**src/video_monitor_pkg.sv**
```systemverilog
package video_monitor_pkg;

	// ==========================================================
	// Register map
	localparam logic [2:0] ADDR_IDENTITY       = 3'h0;
	localparam logic [2:0] ADDR_BUILD_INFO_A   = 3'h1;
	localparam logic [2:0] ADDR_BUILD_INFO_B   = 3'h2;
	localparam logic [2:0] ADDR_BUILD_INFO_C   = 3'h3;
	localparam logic [2:0] ADDR_CAPTURE_SELECT = 3'h4;
	localparam logic [2:0] ADDR_SAMPLE_SPACING = 3'h5;

	localparam logic [31:0] CAPTURE_SELECT_RESET = 32'h0000_0000;
	localparam logic [31:0] SAMPLE_SPACING_RESET = 32'h0000_0000;

	// ==========================================================
	// Field positions
	localparam int CTRL_ENABLE_BIT = 0;
	localparam int CTRL_STATS_BIT  = 8;
	localparam int CTRL_BEATS_BIT  = 9;
	localparam int CTRL_PIXEL_BIT  = 10;
	localparam int ID_MAKER_W      = 12;
	localparam int ID_MONITOR_W    = 16;
	localparam int MASK_LSB        = 0;
	localparam int GAP_LSB         = 16;
	localparam int SPACING_W       = 16;

	// ==========================================================
	// Capture records
	localparam int          MAX_BEATS   = 6;
	localparam int          STATS_WORDS = 3;
	localparam int          REC_WORDS   = 1 + STATS_WORDS + MAX_BEATS;
	localparam logic [7:0]  TAG_PACKET  = 8'hA1;
	localparam logic [7:0]  TAG_PIXEL   = 8'hA2;
	localparam logic [3:0]  VIDEO_TYPE  = 4'h0;
	localparam int          RATE_SCALE  = 1000000;

	// ==========================================================
	// Sample placement generator
	localparam logic [15:0] LFSR_SEED = 16'hACE1;
	localparam logic [15:0] LFSR_TAPS = 16'hB400;

	typedef struct packed {
		logic [2:0]  addr;
		logic        read;
		logic        write;
		logic [31:0] wdata;
	} reg_req_t;

	typedef enum logic {EMIT_IDLE, EMIT_SEND} emit_state_t;

endpackage

```
**src/video_stream_monitor.sv**
```systemverilog
module video_stream_monitor #(
	parameter int          BPP        = 8,
	parameter int          PLANES     = 3,
	parameter bit          PARALLEL   = 1'b1,
	parameter int          PPB        = 1,
	parameter int          CAP_W      = 32,
	parameter bit          CAP_PIX    = 1'b0,
	// Arbitrary identity values
	parameter logic [11:0] MAKER_ID   = 12'h5A3,
	parameter logic [15:0] MONITOR_ID = 16'h0C71,
	localparam int         DIN_W      = BPP * (PARALLEL ? PLANES : 1) * PPB
) (
	input  wire logic                          clock,
	input  wire logic                          clk_en,
	input  wire logic                          sys_rst,
	input  wire video_monitor_pkg::reg_req_t   reg_req,
	output logic      [31:0]                   reg_rdata,
	input  wire logic [DIN_W-1:0]              din_data,
	input  wire logic                          din_valid,
	input  wire logic                          din_sop,
	input  wire logic                          din_eop,
	output logic                               din_ready,
	output logic      [DIN_W-1:0]              dout_data,
	output logic                               dout_valid,
	output logic                               dout_sop,
	output logic                               dout_eop,
	input  wire logic                          dout_ready,
	output logic      [CAP_W-1:0]              cap_data,
	output logic                               cap_valid,
	output logic                               cap_sop,
	output logic                               cap_eop,
	input  wire logic                          cap_ready
);

	// ==========================================================
	// Derived sizes
	// Pixel capture gate
	localparam bit PIX_OK = CAP_PIX && (PPB == 1);
	localparam int PIXW   = BPP * PLANES;
	localparam int PAD_W  = (DIN_W > PIXW) ? ((DIN_W > 32) ? DIN_W : 32) : ((PIXW > 32) ? PIXW : 32);
	localparam int OUT_W  = (CAP_W > 32) ? CAP_W : 32;
	localparam int SUBS   = (CAP_W >= 32) ? 1 : 32 / CAP_W;
	localparam int SUB_W  = (SUBS > 1) ? $clog2(SUBS) : 1;

	typedef struct packed {
		logic [31:0]                      ctrl;
		logic [31:0]                      spacing;
		logic [31:0]                      rdata;
		logic                             in_pkt;
		logic                             is_video;
		logic [31:0]                      n_xfer;
		logic [31:0]                      n_stall;
		logic [31:0]                      n_idle_bp;
		logic [3:0]                       n_beats;
		logic [video_monitor_pkg::MAX_BEATS-1:0][31:0] beats;
		logic [15:0]                      lfsr;
		logic [16:0]                      skip;
		logic [1:0]                       plane;
		logic [PIXW-1:0]                  pix_acc;
		logic                             pix_pend;
		logic [31:0]                      pix_val;
		logic [31:0]                      pix_pos;
		logic [31:0]                      pix_pos_hit;
		video_monitor_pkg::emit_state_t   emit;
		logic [video_monitor_pkg::REC_WORDS-1:0][31:0] rec;
		logic [3:0]                       rec_len;
		logic [3:0]                       widx;
		logic [SUB_W-1:0]                 sidx;
		logic [CAP_W-1:0]                 cdata;
		logic                             cvalid;
		logic                             csop;
		logic                             ceop;
	} state_t;

	state_t           st_q;
	state_t           st_d;
	logic             xfer;
	logic             cap_on;
	logic             stats_on;
	logic             beats_on;
	logic             pix_on;
	logic             pix_take;
	logic             pkt_load;
	logic [PAD_W-1:0] din_pad;
	logic [PIXW-1:0]  pixel;
	logic [PAD_W-1:0] pixel_pad;
	logic [31:0]      id_word;
	logic [31:0]      info_a;
	logic [31:0]      info_b;
	logic [31:0]      info_c;

	function automatic logic [CAP_W-1:0] beat_of(input logic [31:0] w, input logic [SUB_W-1:0] s);
		logic [OUT_W-1:0] wide;
		wide = OUT_W'(w) >> (int'(s) * CAP_W);
		return wide[CAP_W-1:0];
	endfunction

	// ==========================================================
	// Stream tap
	// Combinational pass-through
	assign dout_data  = din_data;
	assign dout_valid = din_valid;
	assign dout_sop   = din_sop;
	assign dout_eop   = din_eop;
	assign din_ready  = dout_ready;
	assign xfer       = din_valid && dout_ready;
	assign din_pad    = PAD_W'(din_data);

	assign cap_on   = st_q.ctrl[video_monitor_pkg::CTRL_ENABLE_BIT];
	assign stats_on = cap_on && st_q.ctrl[video_monitor_pkg::CTRL_STATS_BIT];
	assign beats_on = cap_on && st_q.ctrl[video_monitor_pkg::CTRL_BEATS_BIT];
	// Pixel hardware present only if built
	assign pix_on   = PIX_OK && cap_on && st_q.ctrl[video_monitor_pkg::CTRL_PIXEL_BIT];

	// ==========================================================
	// Identity and build information
	// Identity fields
	assign id_word = {4'h0, MONITOR_ID, MAKER_ID};
	assign info_a  = {8'(PPB), 7'h00, PARALLEL, 8'(PLANES), 8'(BPP)};
	assign info_b  = 32'(CAP_W);
	assign info_c  = {30'h0000_0000, PIX_OK, CAP_PIX};

	// Pixel assembly per plane arrangement
	// Built from st_q so next-state logic never loops on itself
	assign pixel     = PARALLEL ? din_pad[PIXW-1:0]
		: ((st_q.pix_acc >> BPP) | (PIXW'(din_data[BPP-1:0]) << (PIXW - BPP)));
	assign pixel_pad = PAD_W'(pixel);

	// ==========================================================
	// Next state
	always_comb
	begin
		int k;
		logic [3:0] idx;
		logic       pix_done;
		k        = 1;
		idx      = 4'h0;
		pix_done = 1'b0;
		st_d     = st_q;
		pix_take = 1'b0;
		pkt_load = 1'b0;
		st_d.lfsr = {st_q.lfsr[14:0], ^(st_q.lfsr & video_monitor_pkg::LFSR_TAPS)};

		if (reg_req.write)
		begin
			if (reg_req.addr == video_monitor_pkg::ADDR_CAPTURE_SELECT)
				st_d.ctrl = reg_req.wdata;
			if (reg_req.addr == video_monitor_pkg::ADDR_SAMPLE_SPACING)
				st_d.spacing = reg_req.wdata;
		end
		if (reg_req.read)
		begin
			unique case (reg_req.addr)
				video_monitor_pkg::ADDR_IDENTITY:       st_d.rdata = id_word;
				video_monitor_pkg::ADDR_BUILD_INFO_A:   st_d.rdata = info_a;
				video_monitor_pkg::ADDR_BUILD_INFO_B:   st_d.rdata = info_b;
				video_monitor_pkg::ADDR_BUILD_INFO_C:   st_d.rdata = info_c;
				video_monitor_pkg::ADDR_CAPTURE_SELECT: st_d.rdata = st_q.ctrl;
				video_monitor_pkg::ADDR_SAMPLE_SPACING: st_d.rdata = st_q.spacing;
				default:                                st_d.rdata = 32'h0000_0000;
			endcase
		end

		if (xfer)
			st_d.n_xfer = st_q.n_xfer + 32'h0000_0001;
		if (din_valid && !dout_ready)
		begin
			if (st_q.in_pkt)
				st_d.n_stall = st_q.n_stall + 32'h0000_0001;
			else
				st_d.n_idle_bp = st_q.n_idle_bp + 32'h0000_0001;
		end

		// Keep up to six opening beats
		if (xfer)
		begin
			idx = din_sop ? 4'h0 : st_q.n_beats;
			if (idx < 4'(video_monitor_pkg::MAX_BEATS))
			begin
				st_d.beats[idx[2:0]] = din_pad[31:0];
				st_d.n_beats         = idx + 4'h1;
			end
		end
		if (xfer && din_sop)
		begin
			st_d.in_pkt   = 1'b1;
			st_d.is_video = (din_data[3:0] == video_monitor_pkg::VIDEO_TYPE);
			st_d.plane    = 2'h0;
			st_d.pix_pos  = 32'h0000_0000;
		end

		if (xfer && !din_sop && st_q.in_pkt && st_q.is_video && pix_on)
		begin
			st_d.pix_acc = (st_q.pix_acc >> BPP) | (PIXW'(din_data[BPP-1:0]) << (PIXW - BPP));
			pix_done     = PARALLEL || (st_q.plane == 2'(PLANES - 1));
			st_d.plane   = pix_done ? 2'h0 : st_q.plane + 2'h1;
		end
		if (pix_done)
		begin
			st_d.pix_pos = st_q.pix_pos + 32'h0000_0001;
			// Skip count sets how many pixels pass before the next sample
			if (st_q.skip == 17'h0_0000)
			begin
				pix_take = 1'b1;
				st_d.skip = 17'(st_q.spacing[video_monitor_pkg::GAP_LSB +: video_monitor_pkg::SPACING_W])
					+ 17'(st_q.lfsr & st_q.spacing[video_monitor_pkg::MASK_LSB +: video_monitor_pkg::SPACING_W]);
			end
			else
				st_d.skip = st_q.skip - 17'h0_0001;
		end

		// ======================================================
		// Capture emitter
		// Capture source handshake
		if (st_q.cvalid && cap_ready)
		begin
			if (st_q.ceop)
			begin
				st_d.cvalid = 1'b0;
				st_d.emit   = video_monitor_pkg::EMIT_IDLE;
			end
			else
			begin
				if (st_q.sidx == SUB_W'(SUBS - 1))
				begin
					st_d.sidx = '0;
					st_d.widx = st_q.widx + 4'h1;
				end
				else
					st_d.sidx = st_q.sidx + SUB_W'(1);
				st_d.cdata = beat_of(st_q.rec[st_d.widx], st_d.sidx);
				st_d.csop  = 1'b0;
				st_d.ceop  = (st_d.widx == st_q.rec_len - 4'h1) && (st_d.sidx == SUB_W'(SUBS - 1));
			end
		end

		// Packet records arriving while busy are dropped so the tap never stalls
		if (xfer && din_eop)
		begin
			st_d.in_pkt   = 1'b0;
			st_d.is_video = 1'b0;
			if ((stats_on || beats_on) && st_q.emit == video_monitor_pkg::EMIT_IDLE)
			begin
				pkt_load = 1'b1;
				if (stats_on)
				begin
					st_d.rec[1] = st_d.n_xfer;
					st_d.rec[2] = st_d.n_stall;
					st_d.rec[3] = st_d.n_idle_bp;
					k = 1 + video_monitor_pkg::STATS_WORDS;
				end
				if (beats_on)
				begin
					for (int i = 0; i < video_monitor_pkg::MAX_BEATS; i++)
						if (4'(i) < st_d.n_beats)
							st_d.rec[4'(k + i)] = st_d.beats[i];
					k = k + int'(st_d.n_beats);
				end
				st_d.rec_len = 4'(k);
				st_d.rec[0]  = {video_monitor_pkg::TAG_PACKET, 4'h0, st_d.n_beats,
					6'h00, beats_on, stats_on, 4'h0, st_d.rec_len};
			end
			st_d.n_xfer    = 32'h0000_0000;
			st_d.n_stall   = 32'h0000_0000;
			st_d.n_idle_bp = 32'h0000_0000;
		end
		else if (st_q.pix_pend && pix_on && st_q.emit == video_monitor_pkg::EMIT_IDLE)
		begin
			pkt_load      = 1'b1;
			st_d.pix_pend = 1'b0;
			st_d.rec[0]   = {video_monitor_pkg::TAG_PIXEL, 20'h0_0000, 4'h3};
			st_d.rec[1]   = st_q.pix_pos_hit;
			st_d.rec[2]   = st_q.pix_val;
			st_d.rec_len  = 4'h3;
		end
		if (pkt_load)
		begin
			st_d.emit   = video_monitor_pkg::EMIT_SEND;
			st_d.widx   = 4'h0;
			st_d.sidx   = '0;
			st_d.cdata  = beat_of(st_d.rec[0], '0);
			st_d.cvalid = 1'b1;
			st_d.csop   = 1'b1;
			// Every record has at least two words
			st_d.ceop   = 1'b0;
		end

		// New sample wins over the clear of the last one
		if (pix_take)
		begin
			st_d.pix_pend    = 1'b1;
			st_d.pix_val     = pixel_pad[31:0];
			st_d.pix_pos_hit = st_q.pix_pos;
		end
	end

	// ==========================================================
	// State register
	always_ff @(posedge clock)
	begin
		if (sys_rst)
		begin
			st_q         <= '0;
			st_q.ctrl    <= video_monitor_pkg::CAPTURE_SELECT_RESET;
			st_q.spacing <= video_monitor_pkg::SAMPLE_SPACING_RESET;
			st_q.lfsr    <= video_monitor_pkg::LFSR_SEED;
			st_q.emit    <= video_monitor_pkg::EMIT_IDLE;
		end
		else if (clk_en)
			st_q <= st_d;
	end

	assign reg_rdata = st_q.rdata;
	assign cap_data  = st_q.cdata;
	assign cap_valid = st_q.cvalid;
	assign cap_sop   = st_q.csop;
	assign cap_eop   = st_q.ceop;
endmodule

```
**config.mk**
```make
export PLATFORM = sky130hd
export DESIGN_NAME = video_stream_monitor
export DESIGN_NICKNAME = d
export VERILOG_FILES = /design/src/video_monitor_pkg.sv /design/src/video_stream_monitor.sv
export SDC_FILE = /design/constraint.sdc
export NUM_CORES = 2
export LEC_CHECK = 0
export BUFFER_PORTS_ARGS = -buffer_cell sky130_fd_sc_hd__buf_4
export CORE_UTILIZATION = 60
export DETAILED_ROUTE_END_ITERATION = 10
export MAX_ROUTING_LAYER = met4
export PLACE_DENSITY = 0.77
export SYNTH_ARGS = -nofsm -noshare
export SYNTH_HDL_FRONTEND = slang
export SYNTH_SLANG_ARGS = --single-unit
```
**constraint.sdc**
```tcl
create_clock -name clock -period 9.1 [get_ports clock]
set_clock_uncertainty 0.2 [all_clocks]
set_input_delay 1.365 -clock clock [delete_from_list [all_inputs] [get_ports clock]]
set_output_delay 1.365 -clock clock [all_outputs]
set_load 0.02 [all_outputs]
```
* Word level (Yosys, flattened, before mapping)
Index checks and enable logic that the tools add are counted.
** Storage, ports and cells
- Output and inout bits :: 95
- Register bits after elaboration :: 754
** Operators by class
- Reductions and logical operators :: 32
- Bitwise logic cells :: 2
- Shifts and indexed selects :: 1
- Multiplexer cells :: 79
- Eq/ne operators :: 6
- Add/sub/neg operators :: 13
- Magnitude comparators :: 22
** Operators with widths (count)
- $mux 320 :: 21
- $bwmux 320 :: 6
- $demux 32 s4 :: 6
- $mux 196 :: 2
- $mux 32 :: 11
- $mux 96 :: 3
- $bwmux 192 :: 1
- $pmux 32 s5 :: 1
- $bmux 32 s4 :: 1
- $mux 128 :: 1
- $mux 98 :: 1
- $add 32x1->32 const B :: 3
- $demux 32 s3 :: 1
- $mux 40 :: 2
- $mux 36 :: 2
- $mux 64 :: 1
- $mux 37 :: 1
- $lt 4x6->1 const B :: 6
- $shr 32x6->32 :: 1
- $mux 4 :: 7
- $ge 4x1->1 const B :: 6
- $logic_and 1x1->1 :: 16
- $reduce_and 3->1 :: 5
- $add 4x1->4 const B :: 2
- other kinds (29) :: 48

* Depth between registers and ports, before layout
- Depth after elaboration :: 37
- Gate-level depth with buffers :: 13
- Gate-level depth less buffers :: 11

* Least setup slack after synthesis
Ideal clock, no wire load.
- Path type :: input to register
- Start :: input port din_sop
- End :: register st_q[250] (netlist name)
- Arrival time :: 3.574 ns
- Path slack :: 5.204 ns
- Cell stages on the path :: 11
- Path through :: buf_2 > clkbuf_1 > nor2b_1 > ha_1 > xnor2_1 > a211oi_1 > or3_4 > a311oi_2 > buf_4 > buf_2 > o22ai_1
** On the way
- Word-level cells in the longest chain between the ends :: 35
** RTL lines
- from (decl) :: RTL line video_stream_monitor.sv:20 : input wire logic din_sop,
- $mux 4 (*) :: RTL line video_stream_monitor.sv:177 : idx = din_sop ? 4'h0 : st_q.n_beats;
- $lt 3x4->1 (not written as such) / $ge 3x1->1 (equally long branches) :: RTL line video_stream_monitor.sv:180 : st_d.beats[idx[2:0]] = din_pad[31:0];
- $logic_and 1x1->1 (not written as such) :: RTL line video_stream_monitor.sv:180
- $mux 32 (not written as such) :: RTL line video_stream_monitor.sv:180
- $demux 32 s3 :: RTL line video_stream_monitor.sv:180
- $bwmux 192 :: RTL line video_stream_monitor.sv:180
- $mux 196 (*) :: RTL line video_stream_monitor.sv:178 : if (idx < 4'(video_monitor_pkg::MAX_BEATS))
- $mux 196 (*) :: RTL line video_stream_monitor.sv:175 : if (xfer)
- (+19 left out)
- $mux 320 :: RTL line video_stream_monitor.sv:238 : if (xfer && din_eop)
- $bwmux 320 :: RTL line video_stream_monitor.sv:256 : st_d.rec[4'(k + i)] = st_d.beats[i];
- $mux 320 :: RTL line video_stream_monitor.sv:255 : if (4'(i) < st_d.n_beats)
- $mux 320 :: RTL line video_stream_monitor.sv:252 : if (beats_on)
- $mux 320 :: RTL line video_stream_monitor.sv:242 : if ((stats_on || beats_on) && st_q.emit == video_monitor_pkg::EMIT_IDLE)
- $mux 320 :: RTL line video_stream_monitor.sv:238
- $bwmux 320 :: RTL line video_stream_monitor.sv:256
- $mux 320 (*) :: RTL line video_stream_monitor.sv:255
- to (signal assigned) :: RTL line video_stream_monitor.sv:310 : st_q <= st_d;
- to (decl) :: RTL line video_stream_monitor.sv:75 : state_t st_q;
Every way passes the cells marked *; elsewhere a longest branch is shown, timed or not. The select of a mux whose other input is x is not followed.
A chain may end at the register's enable or synchronous reset.

* Worst setup path after layout
- Start :: input port din_sop
- End :: register st_q[185] (netlist name)
Same word-level chain as after synthesis.

==> metrics.txt <==
run status=complete, no violations; DRC Markers=0; vias in the first global route=about 27000; post-synthesis async set-or-reset flop share=0; Crit Path Max Fanout=25; CTS tree=done; cts hold-fix bufs=0; Die Wd=between 200 and 250 µm; Worst Max-Slew Pin Slew=around 1400 ps; RD Place Congestion=between 1 and 1.5; final hold viol count=0; # clock sinks=just under 700; H-tree levels=3; Gate power share=0.053; Vias=approximately 30000; sequential fraction of the synthesis area=0.4197; crit path time final=4768 ps; YS warnings=0; GR Util met2=0.5774; first-pass GRT wire length=163400 µm; Iteration-0 DRC Markers=roughly 4000; nets=3967; Initial Utilization=0.6086; Achievable Freq=approximately 210 MHz; met1 GRT Util=0.5011; final-report setup violation count=0; Total Wirelength=approximately 110000 µm; mapped cell area=32820 µm²; I/O Buffers=between 150 and 200; Final ANT Viol Nets=0; Startpoint Class=primary input; CP Class=primary input to flip-flop; CTS buffer count=between 70 and 80; VDD IR max=132.4 µV; grt total ovfl=0; max-slew violation count=0; CP endpoint kind=flip-flop; unrepaired setup endpoints after global routing=no; CP Data Required Time=9460 ps; Most Used Layer, Global Route=met2; Seq pwr share=0.465; PwrDens=181.8 nW/µm²; Clock transition at path regs=about 60 ps; largest net degree at the start of global routing=~110; Mapped Cells=just over 4000; post_cts resized=0; area of the multi-input gates=between 15000 and 20000 µm²; worst-case clock buffer depth=3; root buf cell=clkbuf_16; Area growth syn-to-layout=9.490%; Core ar.=between 50000 and 60000 µm²; I/O pin cnt=164; register area=13780 µm²; leakage=approximately 13 nW; hpwl dp=around 70000 µm; Die ar.=roughly 56000 µm²; Total GRT Usage=0.3909; Avg Cell Area, Syn=8.139 µm²; Top FF cell, synth=dfxtp_1; Routed wire per std cell=roughly 23 µm; Hold Crit Class=flip-flop to flip-flop; Die Span Y=about 240 µm; MaxCap Viol Count=0; Post-Syn Nets=between 4000 and 5000; Vias/cell=between 6 and 7; Switch Pwr=1.523 mW; met3 usage=0.06998; flops & latches, synth=around 690; fill cell count=about 4600; post-CTS setup buffers=0; number of synthesized flops with an enable pin=0; initial antenna violation count=1; power share of the clock group=0.482; sw frac=0.2332; Clock Latency Late Sink=roughly 630 ps; Site Rows=85; Internal Power=around 5.0 mW; fraction of layout cells with a size suffix above 1=0.1273; total power=between 6 and 7 mW; post-synth cell types=85; worst rel slew slack=0.09789; Pre-antenna DRT Iters=8; Tcrit/Tclk final=0.5240; TNS Setup=0 ps; R2R setup slack=roughly 4400 ps; Crit path arrival time=approximately 5100 ps
[state kept, by name, summed over array words and instances, names as in the netlist]
signal,cells
reg_rdata,32
cap_sop,1
cap_eop,1
cap_on,1
cap_data,32
st_q,621
[kinds of logic after synthesis]
logic type,count (synthesis),synth area share
AND/OR/NAND/NOR,1602,0.2119
flip-flops,688,0.4197
XOR/XNOR,95,0.02535
adder cells (fa/ha/maj),9,0.003432
buffers and inverters,446,0.06463
multiplexers,207,0.08937
AO/OA/AOI/OAI,985,0.1856
[worst max-delay path: stages]
cell and delay (ps):
buf_4 240, nand2b_1 250, inv_1 150, ha_1 280, xor2_1 330, a211oi_2 200, or2_1 710, a221oi_4 1260
nand2_1 170, o21ai_1 120
[Yosys cell counts (all sizes together), types with 5 or more instances]
cell type / instances / share of area
nand3: 40 / 0.0064
clkbuf: 273 / 0.031
xor2: 42 / 0.011
nor2b: 15 / 0.0029
ha: 9 / 0.0034
a211oi: 20 / 0.0049
o21ai: 165 / 0.025
a21o: 19 / 0.0043
o221ai: 23 / 0.0061
dfxtp: 688 / 0.42
a221o: 9 / 0.0027
nor3b: 5 / 0.0013
and3: 91 / 0.017
a22oi: 91 / 0.021
mux4: 64 / 0.044
inv: 10 / 0.0011
or2: 9 / 0.0017
nor4: 19 / 0.0043
a31oi: 19 / 0.0036
o21a: 10 / 0.0023
and4: 16 / 0.0043
nand4: 21 / 0.0040
buf: 163 / 0.032
and2: 16 / 0.0031
o22ai: 67 / 0.013
o31ai: 27 / 0.0062
or3: 28 / 0.0055
nand3b: 10 / 0.0023
a311oi: 44 / 0.012
xnor2: 53 / 0.014
a221oi: 9 / 0.0029
nor3: 66 / 0.010
o211a: 10 / 0.0031
a21oi: 415 / 0.064
mux2: 48 / 0.016
a2bb2oi: 5 / 0.0013
a32oi: 9 / 0.0024
nand2b: 6 / 0.0011
a22o: 6 / 0.0016
mux2i: 95 / 0.029
nor2: 341 / 0.039
o211ai: 23 / 0.0053
nand4b: 6 / 0.0016
nand2: 901 / 0.10
[area by class of cell]
| type | count | area share |
|---|---|---|
| multi-input combinational | 2898 | 0.4759 |
| sequential | 688 | 0.3834 |
| clock buffer | 110 | 0.06097 |
| timing repair buffer | 217 | 0.04555 |
| tap | 696 | 0.02424 |
| clock inverter | 20 | 0.008740 |
| inverter | 10 | 0.001080 |
| antenna | 1 | 0.00006965 |
[power groups by stage]
stage               combinational [mW]  sequential (mW)  clock [mW]
floorplan                        0.227             3.10           0
global placement                 0.333             3.10           0
detailed placement               0.335             3.10           0
CTS                              0.337             3.04        3.15
global route                     0.366             3.04        3.28
finish                           0.346             3.04        3.15
[cells in the final DEF (no fill, tap or decap), types with 48 or more instances in the layout]
master and count:
a22oi_1 91, nor2_1 331, mux2_2 48, and3_1 91
dfxtp_1 687, mux2i_1 95, buf_4 216, nor3_1 65
o22ai_1 66, clkbuf_16 77, o21ai_0 150, xnor2_1 52
mux4_2 64, nand2_1 897, a21oi_1 410
[layer usage]
| layer | part of all wire | routed length (µm) | vias to the layer above |
|---|---|---|---|
| li1 | - | - | 13750 |
| met1 | 0.39 | 41980 | 14380 |
| met2 | 0.44 | 47840 | 1762 |
| met3 | 0.11 | 11420 | 342 |
| met4 | 0.067 | 7305 | 0 |
| met5 | 0 | 0 | - |
[path summary, 6_finish.rpt]
path             start         to  depth (start not counted)
min          st_q[884]  st_q[884]                          2
min reg2reg  st_q[884]  st_q[884]                          2
max            din_sop  st_q[185]                         10
max reg2reg  st_q[713]  st_q[185]                          9
[per-stage QoR]
stage / cell area [µm²] / instances / util / hold slack [ps] / worst slack (ps)
floorplan: 32820 / 4032 / - / 217.5 / 5204
global placement: 33420 / 4509 / 0.6199 / 234.2 / 3940
detailed placement: 33420 / 4509 / 0.6199 / 242.5 / 3872
CTS: 35930 / 4639 / 0.6663 / 250.2 / 4496
global route: 35930 / 4640 / 0.6664 / 261.1 / 4112
finish: 35930 / 4640 / 0.6664 / 249.2 / 4332
No activity file was read; power rests on OpenSTA's default activity.
